`src/rtl/kbo_pkg.sv`:
```
// Package of constants for the keyboard controller output-port command block
package kbo_pkg;

	// ==========================================
	// Command codes
	localparam logic [7:0] CMD_POLL_HIGH  = 8'hc2;
	localparam logic [7:0] CMD_POLL_LOW   = 8'hc3;
	localparam logic [7:0] CMD_READ_OUT   = 8'hd0;
	localparam logic [7:0] CMD_WRITE_OUT  = 8'hd1;
	localparam logic [7:0] CMD_ECHO_KBD   = 8'hd2;
	localparam logic [7:0] CMD_ECHO_PTR   = 8'hd3;
	localparam logic [7:0] CMD_WRITE_PTR  = 8'hd4;
	localparam logic [7:0] CMD_READ_TEST  = 8'he0;
	localparam logic [3:0] CMD_PULSE_HI   = 4'hf;

	// ==========================================
	// Output port image fields
	localparam int OUT_KBD_DATA  = 7;
	localparam int OUT_KBD_CLK   = 6;
	localparam int OUT_PTR_IRQ   = 5;
	localparam int OUT_KBD_IRQ   = 4;
	localparam int OUT_PTR_CLK   = 3;
	localparam int OUT_PTR_DATA  = 2;
	localparam int OUT_GATE_A    = 1;
	localparam int OUT_SYS_RESET = 0;
	localparam logic OUT_GATE_RESET = 1'b1;

	// ==========================================
	// Timing
	localparam int CLK_PERIOD_NS  = 50;
	localparam int PULSE_TIME_NS  = 6000;
	localparam int PULSE_CYCLES   = (PULSE_TIME_NS + CLK_PERIOD_NS - 1) / CLK_PERIOD_NS;

	// ==========================================
	// Command sequencer states; kbo_state_t Gray coded, kbo_pend_t and kbo_poll_t binary
	typedef enum logic [1:0] {
		ST_IDLE  = 2'b00,
		ST_WAIT  = 2'b01,
		ST_PULSE = 2'b11
	} kbo_state_t;

	typedef enum logic [2:0] {
		PD_NONE   = 3'h0,
		PD_WROUT  = 3'h1,
		PD_ECHOK  = 3'h2,
		PD_ECHOP  = 3'h3,
		PD_WRPTR  = 3'h4
	} kbo_pend_t;

	typedef enum logic [1:0] {
		PL_NONE = 2'h0,
		PL_HIGH = 2'h1,
		PL_LOW  = 2'h2
	} kbo_poll_t;

endpackage

```
`src/rtl/kbo_pulse.sv`:
```
// Pulse timer for the output port pulse commands
`timescale 1ns/1ps
module kbo_pulse #(
	parameter int CYCLES = kbo_pkg::PULSE_CYCLES
) (
	// Clock and reset
	input  wire logic       clk,
	input  wire logic       rst_n,
	// Control
	input  wire logic       start,
	input  wire logic [3:0] sel,
	// Result
	output logic      [3:0] pulse,
	output logic            busy
);
	localparam int CW = $clog2(CYCLES + 1);

	logic [CW-1:0] count;
	logic [CW-1:0] next_count;
	logic [3:0]    next_pulse;

	// ==========================================
	// Next values
	always_comb begin
		next_count = count;
		next_pulse = pulse;
		if (start && count == '0) begin
			next_count = CW'(CYCLES);
			next_pulse = ~sel;
		end else if (count != '0) begin
			next_count = count - 1'b1;
			if (count == CW'(1))
				next_pulse = 4'h0;
		end
	end

	always_ff @(posedge clk or negedge rst_n) begin
		if (!rst_n) begin
			count <= '0;
			pulse <= 4'h0;
		end else begin
			count <= next_count;
			pulse <= next_pulse;
		end
	end

	assign busy = (count != '0);
endmodule

```
`src/rtl/kbo_cmd.sv`:
```
// Command interpreter for the output port and echo commands
`timescale 1ns/1ps
// Summary of operation
// - Command C3h keeps copying input port bits 3..0 into the low half of the status byte.
// - Input port polling keeps refreshing until any other command arrives.
// - Command D0h loads the output port image into the output buffer for reading at the data port.
// - Output port bits 7..2 show keyboard data, keyboard clock, pointer irq, keyboard irq, pointer clock, pointer data.
// - Output port bit 1 drives the address bit twenty gate, 0 holds low and 1 passes.
// - Output port bit 0 reports the system reset line, 1 when active.
// - After D1h the next data byte updates only bit 1 of the output port.
// - After D2h the next data byte returns as keyboard data, untranslated, raising the keyboard irq if enabled.
// - After D3h the next data byte returns as pointer data, raising the pointer irq if enabled.
// - After D4h the next data byte is sent to the pointing device.
// - Command E0h places test inputs 1 and 0 into output buffer bits 1 and 0.
// - Commands F0h..FFh pulse PULSE_OUT bits 3..0 where the command bit is 0; only bits 1 and 0 reach the output port.
// - A pulse on output port bit 0 resets the whole system.
module kbo_cmd #(
	parameter int PULSE_LEN = kbo_pkg::PULSE_CYCLES
) (
	// Clock and reset
	input  wire logic       CLK,
	input  wire logic       RSTN,
	// Host port writes and output buffer read
	input  wire logic       CMD_WR,
	input  wire logic       DATA_WR,
	input  wire logic [7:0] HOST_DIN,
	input  wire logic       OBUF_RD,
	// Device lines and inputs
	input  wire logic [7:0] INPUT_PORT,
	input  wire logic [1:0] TEST_IN,
	input  wire logic       KBD_DATA_IN,
	input  wire logic       KBD_CLK_IN,
	input  wire logic       PTR_DATA_IN,
	input  wire logic       PTR_CLK_IN,
	input  wire logic       KBD_IRQ_EN,
	input  wire logic       PTR_IRQ_EN,
	// Host read side
	output logic      [7:0] OBUF,
	output logic            OBUF_FULL,
	output logic            OBUF_FROM_PTR,
	output logic      [7:0] STATUS_POLL,
	output logic      [7:0] OUT_PORT,
	// System lines
	output logic            ADDR_BIT_TWENTY_GATE,
	output logic            SYS_RESET,
	output logic            KEYBOARD_INTERRUPT_LINE,
	output logic            POINTER_INTERRUPT_LINE,
	output logic      [7:0] PTR_TX_DATA,
	output logic            PTR_TX_STB,
	output logic      [3:0] PULSE_OUT
);
	logic       rst_m;
	logic       rst_n;

	// ==========================================
	// Reset release
	always_ff @(posedge CLK or negedge RSTN) begin
		if (!RSTN) begin
			rst_m <= 1'b0;
			rst_n <= 1'b0;
		end else begin
			rst_m <= 1'b1;
			rst_n <= rst_m;
		end
	end

	kbo_pkg::kbo_pend_t pend, next_pend;
	kbo_pkg::kbo_poll_t poll, next_poll;
	logic       gate, next_gate;
	logic [7:0] obuf_n;
	logic       full_n, ptr_n;
	logic [7:0] stat_n;
	logic       kirq_n, pirq_n;
	logic [7:0] ptx_n;
	logic       pstb_n;
	logic       pulse_go;
	logic [3:0] pulse;
	logic       pulse_busy;
	logic [7:0] port_img;

	// Bit 0 pulse is the only source of system reset
	kbo_pulse #(.CYCLES(PULSE_LEN)) u_pulse (
		.clk   (CLK),
		.rst_n (rst_n),
		.start (pulse_go),
		.sel   (HOST_DIN[3:0]),
		.pulse (pulse),
		.busy  (pulse_busy)
	);

	// ==========================================
	// Output port image
	function automatic logic [7:0] port_image(input logic g, input logic [3:0] p);
		logic [7:0] v;
		v = 8'h00;
		v[kbo_pkg::OUT_KBD_DATA] = KBD_DATA_IN;
		v[kbo_pkg::OUT_KBD_CLK]  = KBD_CLK_IN;
		v[kbo_pkg::OUT_PTR_IRQ]  = POINTER_INTERRUPT_LINE;
		v[kbo_pkg::OUT_KBD_IRQ]  = KEYBOARD_INTERRUPT_LINE;
		v[kbo_pkg::OUT_PTR_CLK]  = PTR_CLK_IN;
		v[kbo_pkg::OUT_PTR_DATA] = PTR_DATA_IN;
		v[kbo_pkg::OUT_GATE_A]    = g ^ p[kbo_pkg::OUT_GATE_A];
		v[kbo_pkg::OUT_SYS_RESET] = p[kbo_pkg::OUT_SYS_RESET];
		return v;
	endfunction

	// Comb process, so line levels read inside the function wake it
	always_comb port_img = port_image(gate, pulse);

	// ==========================================
	// Command decode and data capture
	always_comb begin
		next_pend = pend;
		next_poll = poll;
		next_gate = gate;
		obuf_n    = OBUF;
		full_n    = OBUF_FULL && !OBUF_RD;
		ptr_n     = OBUF_FROM_PTR;
		stat_n    = STATUS_POLL;
		kirq_n    = KEYBOARD_INTERRUPT_LINE && !OBUF_RD;
		pirq_n    = POINTER_INTERRUPT_LINE && !OBUF_RD;
		ptx_n     = PTR_TX_DATA;
		pstb_n    = 1'b0;
		pulse_go  = 1'b0;
		case (poll)
			kbo_pkg::PL_HIGH: stat_n[7:4] = INPUT_PORT[7:4];
			kbo_pkg::PL_LOW:  stat_n[3:0] = INPUT_PORT[3:0];
			default:          stat_n = STATUS_POLL;
		endcase
		if (CMD_WR) begin
			next_pend = kbo_pkg::PD_NONE;
			next_poll = kbo_pkg::PL_NONE;
			case (HOST_DIN)
				kbo_pkg::CMD_POLL_HIGH: next_poll = kbo_pkg::PL_HIGH;
				kbo_pkg::CMD_POLL_LOW:  next_poll = kbo_pkg::PL_LOW;
				kbo_pkg::CMD_READ_OUT: begin
					obuf_n = port_img;
					full_n = 1'b1;
					ptr_n  = 1'b0;
				end
				kbo_pkg::CMD_WRITE_OUT: next_pend = kbo_pkg::PD_WROUT;
				kbo_pkg::CMD_ECHO_KBD:  next_pend = kbo_pkg::PD_ECHOK;
				kbo_pkg::CMD_ECHO_PTR:  next_pend = kbo_pkg::PD_ECHOP;
				kbo_pkg::CMD_WRITE_PTR: next_pend = kbo_pkg::PD_WRPTR;
				kbo_pkg::CMD_READ_TEST: begin
					obuf_n = {6'h00, TEST_IN};
					full_n = 1'b1;
					ptr_n  = 1'b0;
				end
				default: begin
					if (HOST_DIN[7:4] == kbo_pkg::CMD_PULSE_HI && !pulse_busy)
						pulse_go = 1'b1;
				end
			endcase
		end else if (DATA_WR) begin
			next_pend = kbo_pkg::PD_NONE;
			case (pend)
				kbo_pkg::PD_WROUT: next_gate = HOST_DIN[kbo_pkg::OUT_GATE_A];
				kbo_pkg::PD_ECHOK: begin
					obuf_n = HOST_DIN;
					full_n = 1'b1;
					ptr_n  = 1'b0;
					kirq_n = KBD_IRQ_EN;
				end
				kbo_pkg::PD_ECHOP: begin
					obuf_n = HOST_DIN;
					full_n = 1'b1;
					ptr_n  = 1'b1;
					pirq_n = PTR_IRQ_EN;
				end
				kbo_pkg::PD_WRPTR: begin
					ptx_n  = HOST_DIN;
					pstb_n = 1'b1;
				end
				default: next_pend = kbo_pkg::PD_NONE;
			endcase
		end
	end

	always_ff @(posedge CLK or negedge rst_n) begin
		if (!rst_n) begin
			pend                    <= kbo_pkg::PD_NONE;
			poll                    <= kbo_pkg::PL_NONE;
			gate                    <= kbo_pkg::OUT_GATE_RESET;
			OBUF                    <= 8'h00;
			OBUF_FULL               <= 1'b0;
			OBUF_FROM_PTR           <= 1'b0;
			STATUS_POLL             <= 8'h00;
			KEYBOARD_INTERRUPT_LINE <= 1'b0;
			POINTER_INTERRUPT_LINE  <= 1'b0;
			PTR_TX_DATA             <= 8'h00;
			PTR_TX_STB              <= 1'b0;
			OUT_PORT                <= 8'h00;
			ADDR_BIT_TWENTY_GATE    <= 1'b0;
			SYS_RESET               <= 1'b0;
			PULSE_OUT               <= 4'h0;
		end else begin
			pend                    <= next_pend;
			poll                    <= next_poll;
			gate                    <= next_gate;
			OBUF                    <= obuf_n;
			OBUF_FULL               <= full_n;
			OBUF_FROM_PTR           <= ptr_n;
			STATUS_POLL             <= stat_n;
			KEYBOARD_INTERRUPT_LINE <= kirq_n;
			POINTER_INTERRUPT_LINE  <= pirq_n;
			PTR_TX_DATA             <= ptx_n;
			PTR_TX_STB              <= pstb_n;
			OUT_PORT                <= port_img;
			ADDR_BIT_TWENTY_GATE    <= port_img[kbo_pkg::OUT_GATE_A];
			SYS_RESET               <= pulse[kbo_pkg::OUT_SYS_RESET];
			PULSE_OUT               <= pulse;
		end
	end
endmodule

```
`config.mk`:
```
export PLATFORM = sky130hd
export DESIGN_NAME = kbo_cmd
export DESIGN_NICKNAME = d
export VERILOG_FILES = /design/src/rtl/kbo_pkg.sv /design/src/rtl/kbo_pulse.sv /design/src/rtl/kbo_cmd.sv
export SDC_FILE = /design/constraint.sdc
export NUM_CORES = 1
export LEC_CHECK = 0
export ABC_AREA = 1
export BUFFER_PORTS_ARGS = -buffer_cell sky130_fd_sc_hd__buf_4
export CAP_MARGIN = 30
export CORE_UTILIZATION = 55
export DETAILED_ROUTE_END_ITERATION = 6
export PLACE_DENSITY = 0.88
export SKIP_CTS_REPAIR_TIMING = 1
export SYNTH_ARGS = -nofsm -noshare
export SYNTH_HDL_FRONTEND = slang
export SYNTH_HIERARCHICAL = 1
export SYNTH_SLANG_ARGS = --single-unit
```
`constraint.sdc`:
```
create_clock -name CLK -period 2.85 [get_ports CLK]
set_input_delay 0 -clock CLK [delete_from_list [all_inputs] [get_ports CLK]]
set_output_delay 0 -clock CLK [all_outputs]
set_load 0.005 [all_outputs]
```
Yosys cells after proc, flatten, opt, wreduce, memory -nomap -nowiden
Cells that the tools add are included.

word-level totals
  input bits = 29
  output and inout port bits = 43
  bits in registers = 62
  logic and storage cells = 97

operators by class
  reductions and logical operators = 22
  bitwise logic cells = 3
  add/sub/neg operators = 1
  equal/unequal tests = 18
  mux-type cells = 33

operators with widths
  operator                                                number
  == test 8 bit (second input constant)                   8
  two-way mux 8 bit                                       3
  two-way mux 1 bit                                       19
  one-hot mux 8 bit (2 select lines)                      1
  two-way mux 7 bit                                       2
  two-way mux 4 bit                                       3
  one-hot mux 3 bit (4 select lines)                      1
  AND reduction 3 bit                                     4
  nonzero test 2 bit                                      4
  OR reduction 8 bit                                      1
  == test 7 x 1 -> 1 bit (second input constant)          1
  logical NOT 7 bit                                       1
  nonzero test 7 bit                                      1
  subtractor 7 x 1 -> 7 bit (second input constant)       1
  == test 3 x 2 -> 1 bit (second input constant)          2
  two-way mux 3 bit                                       2
  logical AND 1 bit                                       5
  == test 4 bit (second input constant)                   1
  inverter 4 bit                                          1
  one-hot mux 2 bit (2 select lines)                      1
  OR reduction 2 bit                                      2
  == test 3 x 1 -> 1 bit (second input constant)          1
  == test 3 bit (second input constant)                   1
  inequality test 3 x 1 -> 1 bit (second input constant)  1
  9 further kinds                                         10

Logic depth before layout (Yosys ltp)
  depth after elaboration = 9
  depth in mapped cells = 10

By module
The synthesis kept the hierarchy.

by module, submodules not included
  module     seq. area each (um2)  cells each  area an instance (um2)  times used
  kbo_cmd    1202.4                198         1984.4                  1
  kbo_pulse  275.3                 71          598.1                   1

Worst setup path before layout
OpenSTA, ideal clock, no wires.

  path type = register -> register
  start point = register u_pulse.count[0]
  end point = register u_pulse.pulse[0]
  library setup time = 118 ps
  required time = 2732 ps
  path slack = 978 ps
  arrival = 1754 ps
  stages on the path, launching flop included = 10
  path through = dfrtp_1 > inv_1 > ha_1 > nand2_4 > inv_4 > nand2_2 > nor4_1 > nand3_4 > nand3_1 > nand2_1

between the ends
  cells in the longest elaborated chain, start to end = 9
  elaborated cells on any way between the ends = 13
  classes of those cells = 1 x eq/ne; 4 x mux; 8 x reduce/logical

ends and longest elaborated chain
  item                                  line             source
  from (decl)                           kbo_pulse.sv:18  logic [CW-1:0] count;
  from (signal assigned)                kbo_pulse.sv:42  count <= next_count;
  nonzero test 7 bit *                  kbo_pulse.sv:47  assign busy = (count != '0);
  net pulse_busy                        kbo_cmd.sv:78    logic pulse_busy;
  logical NOT 1 bit *                   kbo_cmd.sv:151   if (HOST_DIN[7:4] == kbo_pkg::CMD_PULSE_HI && !pulse_busy)
  logical AND 1 bit *                   kbo_cmd.sv:151
  two-way mux 1 bit *                   kbo_cmd.sv:151
  two-way mux 1 bit *                   kbo_cmd.sv:133   case (HOST_DIN)
  two-way mux 1 bit *                   kbo_cmd.sv:130   if (CMD_WR) begin
  net pulse_go                          kbo_cmd.sv:76    logic pulse_go;
  logical AND 1 bit *                   kbo_pulse.sv:27  if (start && count == '0) begin
  nonzero test 2 bit (no source line)   n/a
  AND reduction 2 bit (no source line)  n/a
  to (signal assigned)                  kbo_pulse.sv:43  pulse <= next_pulse;
  to (decl)                             kbo_pulse.sv:13  output logic [3:0] pulse,

The timed path passes the listed nets; every way through them passes the cells marked *.
A chain may end at the register's enable or synchronous reset.

Worst setup path after layout
  start point = register u_pulse.count[0]
  end point = register u_pulse.pulse[3]

The elaborated chain is that of the path after synthesis.

==> summary.md <==
| Metric | Value |
|---|---|
| Status | `finished with violations` |
| Failing checks | `DRC, hold timing` |
| Period utilization | `0.7591` |
| Register-to-Register Path Depth | `9` |
| Count leader, synth | `nand2_1` |
| Longest Clk Path Bufs | `2` |
| Lkg Pwr | `0.001893 uW` |
| Worst path max stage delay | `580 ps` |
| Final setup margin | `686.5 ps` |
| Arr. time, crit path | `2390 ps` |
| Initial core utilization | `0.5811` |
| Routability congestion estimate | `0.9294` |
| Number of synthesized register bits | `59` |
| Iteration-0 DRC Markers | `159` |
| Worst skew pair latency | `340 ps` |
| Global-route wire length before repair | `9.508 mm` |
| Reg-to-reg setup timing slack | `690 ps` |
| Worst Max-Slew Pin Slew | `609.1 ps` |
| H-tree depth | `3` |
| 1st-pass router iterations | `6` |
| Reg2Reg Capture Point | `u_pulse/pulse[3]` |
| Met1 wire length | `2.522 mm` |
| Critical path peak fanout | `8` |
| Post-Syn Instances | `269` |
| Final Max Slew Viols | `0` |
| Crit path time final | `2163 ps` |
| Synth area leaders | `dfrtp_1 (56%), nand2_1 (9.7%), nand3_1 (4.1%)` |
| Crit-path slowest cell | `nor4_1` |
| Worst EP required | `3070 ps` |
| Final HPWL DP | `4.205 mm` |
| Max_cap viols | `0` |
| Hold Slack | `-24.51 ps` |
| Die Ht | `70.53 um` |
| Unrepaired setup endpoints after global routing | `false` |
| Yosys cell types | `36` |
| Sequential share of the synthesized area | `0.5722` |
| Final setup TNS | `0 ps` |
| Endpoints failing hold | `1` |
| Remaining antenna violation count after routing | `0` |
| Vias in the first global route | `2124` |
| Endpoints failing setup | `0` |
| Core Box Area | `4444 sq um` |
| Initial antenna violation count | `0` |
| Buffers on Ports | `71` |
| Layout cell share with drive strength beyond 1 | `0.3573` |
| Gr usage total | `0.2553` |
| Area Overhead vs Synth | `38.52%` |
| Pin count of the biggest net entering global routing | `23` |
| Gr ovfl total | `0` |
| Cell taking the most area after synthesis | `dfrtp_1` |
| Routed vias | `2297` |
| Post-Syn Nets | `300` |
| CTS tree | `done` |
| Top cell family by delay on the critical path | `simple AND/OR/NAND/NOR gates` |
| Synth cell count leaders | `nand2_1 (67), dfrtp_1 (58), inv_1 (22)` |
| Layout net count | `402` |
| Hold Path Depth | `3` |
| Worst Setup Path Type | `reg2reg` |
| Synth top area share | `0.5620` |
| Clk root buf | `clkbuf_8` |
| Power Dens Cells | `512.3 nW/um^2` |
| Peak Freq | `462.2 MHz` |
| CTS buffer count | `9` |
| Antenna cell count | `0` |
| CP endpoint kind | `register` |
| DR WL/cell | `15.15 um` |
| Die width | `70.53 um` |
| Post-synth EDFFs | `0` |
| Crit-path cells | `inv_1 -> ha_1 -> nand2_4 -> inv_4 -> nand2_2 -> nor4_1 -> nand3_4 -> nand3_1 -> nand2_1` |
| Register area | `1479 sq um` |
| Synth Area per Inst | `9.600 sq um` |
| Die ar. | `4974 sq um` |
| Worst Hold Path EP | `PTR_TX_DATA[5]` |
| Hold Path Class | `in2reg` |
| WL met2 | `3.341 mm` |
| Clk sinks | `59` |
| Critical path startpoint category | `register` |
| Post-Route WL | `6.468 mm` |
| I/O pin total | `72` |
| Synth Warn # | `6` |
| Clock Skews | `8.632 ps` |
| Worst-path clk slew | `60 ps` |
| FF-to-FF Start | `u_pulse/count[0]` |
| Fill cell count | `263` |
| Pre-CTS WS | `741.5 ps` |
| Post-Syn Area | `2582 sq um` |
| Worst hold start | `HOST_DIN[5]` |
| Rows | `24` |
| WL met3 | `448 um` |
| DR top layer | `met4` |
| Worst vdd ir | `341.5 uV` |
| Post-synth ARST share | `1.000` |
| DRC | `16` |
| Overall power | `1833 uW` |
| Vias per cell | `5.379` |
| CP bufs+invs | `2` |
| Leading register cell type out of synthesis | `dfrtp_1` |
| Relative slew slack | `0.5902` |
| Multi-input gate area | `920.9 sq um` |
power breakdown:
| group | switching, uW | internal (uW) | total (uW) |
|---|---|---|---|
| logic | 102 | 131 | 233 |
| clock network | 307 | 379 | 686 |
| registers | 31.0 | 883 | 914 |
routing by layer:
metal  vias to the layer above  GRT usage
met3                        17    0.05916
met2                       100     0.4121
met5                         -          0
met4                         0     0.1678
li1                       1063          -
met1                      1117     0.3084
worst max path at each step:
| stage | cells past startpoint | to | startpoint | slack (ps) |
|---|---|---|---|---|
| floorplan | 9 | u_pulse/pulse[0] | u_pulse/count[0] | 980 |
| global placement | 9 | u_pulse/pulse[1] | u_pulse/count[0] | 900 |
| detailed placement | 9 | u_pulse/pulse[1] | u_pulse/count[0] | 740 |
| CTS | 9 | u_pulse/pulse[1] | u_pulse/count[0] | 700 |
| global route | 9 | u_pulse/pulse[2] | u_pulse/count[0] | 550 |
| finish | 9 | u_pulse/pulse[3] | u_pulse/count[0] | 690 |
cell type report:
class                      instances  area share
multi-input combinational        169      0.2574
clock inverter                     2    0.002798
clock buffer                      13     0.04722
tap                               52     0.01819
timing repair buffer              98      0.2232
sequential                        59      0.4134
inverter                          34     0.03778
sequential cells by signal (all words and copies together), names as in the netlist:
signal / flops
OUT_PORT: 7
u_pulse/count: 7
OBUF: 8
KEYBOARD_INTERRUPT_LINE: 1
rst_n: 1
PTR_TX_DATA: 8
POINTER_INTERRUPT_LINE: 1
pend: 3
PTR_TX_STB: 1
rst_m: 1
PULSE_OUT: 4
OBUF_FULL: 1
OBUF_FROM_PTR: 1
STATUS_POLL: 8
gate: 1
poll: 2
u_pulse/pulse: 4
worst register-to-register path, delay by kind of cell (launching register included):
kind / cells / cell delay [ps]
fa+ha+maj: 1 / 260
buf+inv: 2 / 200
flops: 1 / 410
simple gates: 6 / 1180
metrics by stage:
stage	instances	area (sq um)	hold slack, ps	util
finish	427	3577	-24.51	0.8049
detailed placement	387	3148	-215.0	0.7083
global route	427	3577	-2.713	0.8049
floorplan	269	2582	-295.6	-
global placement	387	3148	-216.4	0.7083
CTS	402	3327	-575.7	0.7486
placed cells by master, fill, tap and decap left out, drive strengths merged:
cell / n
clkinv: 4
o31ai: 1
dfstp: 1
inv: 32
nor4: 1
nor3: 3
nor3b: 1
nand2: 82
dlygate4sd3: 25
nand4: 5
conb: 1
clkbuf: 13
nor2: 16
xnor2: 1
a21oi: 2
buf: 73
o22ai: 3
dfrtp: 58
nand3b: 1
o211ai: 1
mux2: 8
nand3: 23
o21ai: 18
ha: 2
cell families (layout without fill, tap and decap cells):
kind of cell / count (synthesis) / in the layout / share of synthesized area
AND/OR/NAND/NOR: 132 / 132 / 0.2553
AO/OA/AOI/OAI: 25 / 25 / 0.05184
buffers and inverters: 41 / 147 / 0.07122
adder cells (fa/ha/maj): 2 / 2 / 0.009688
XOR/XNOR: 1 / 1 / 0.003392
multiplexers: 8 / 8 / 0.03489
flip-flops: 59 / 59 / 0.5722
other: 1 / 1 / 0.001452
No activity file was read; power rests on OpenSTA's default activity.
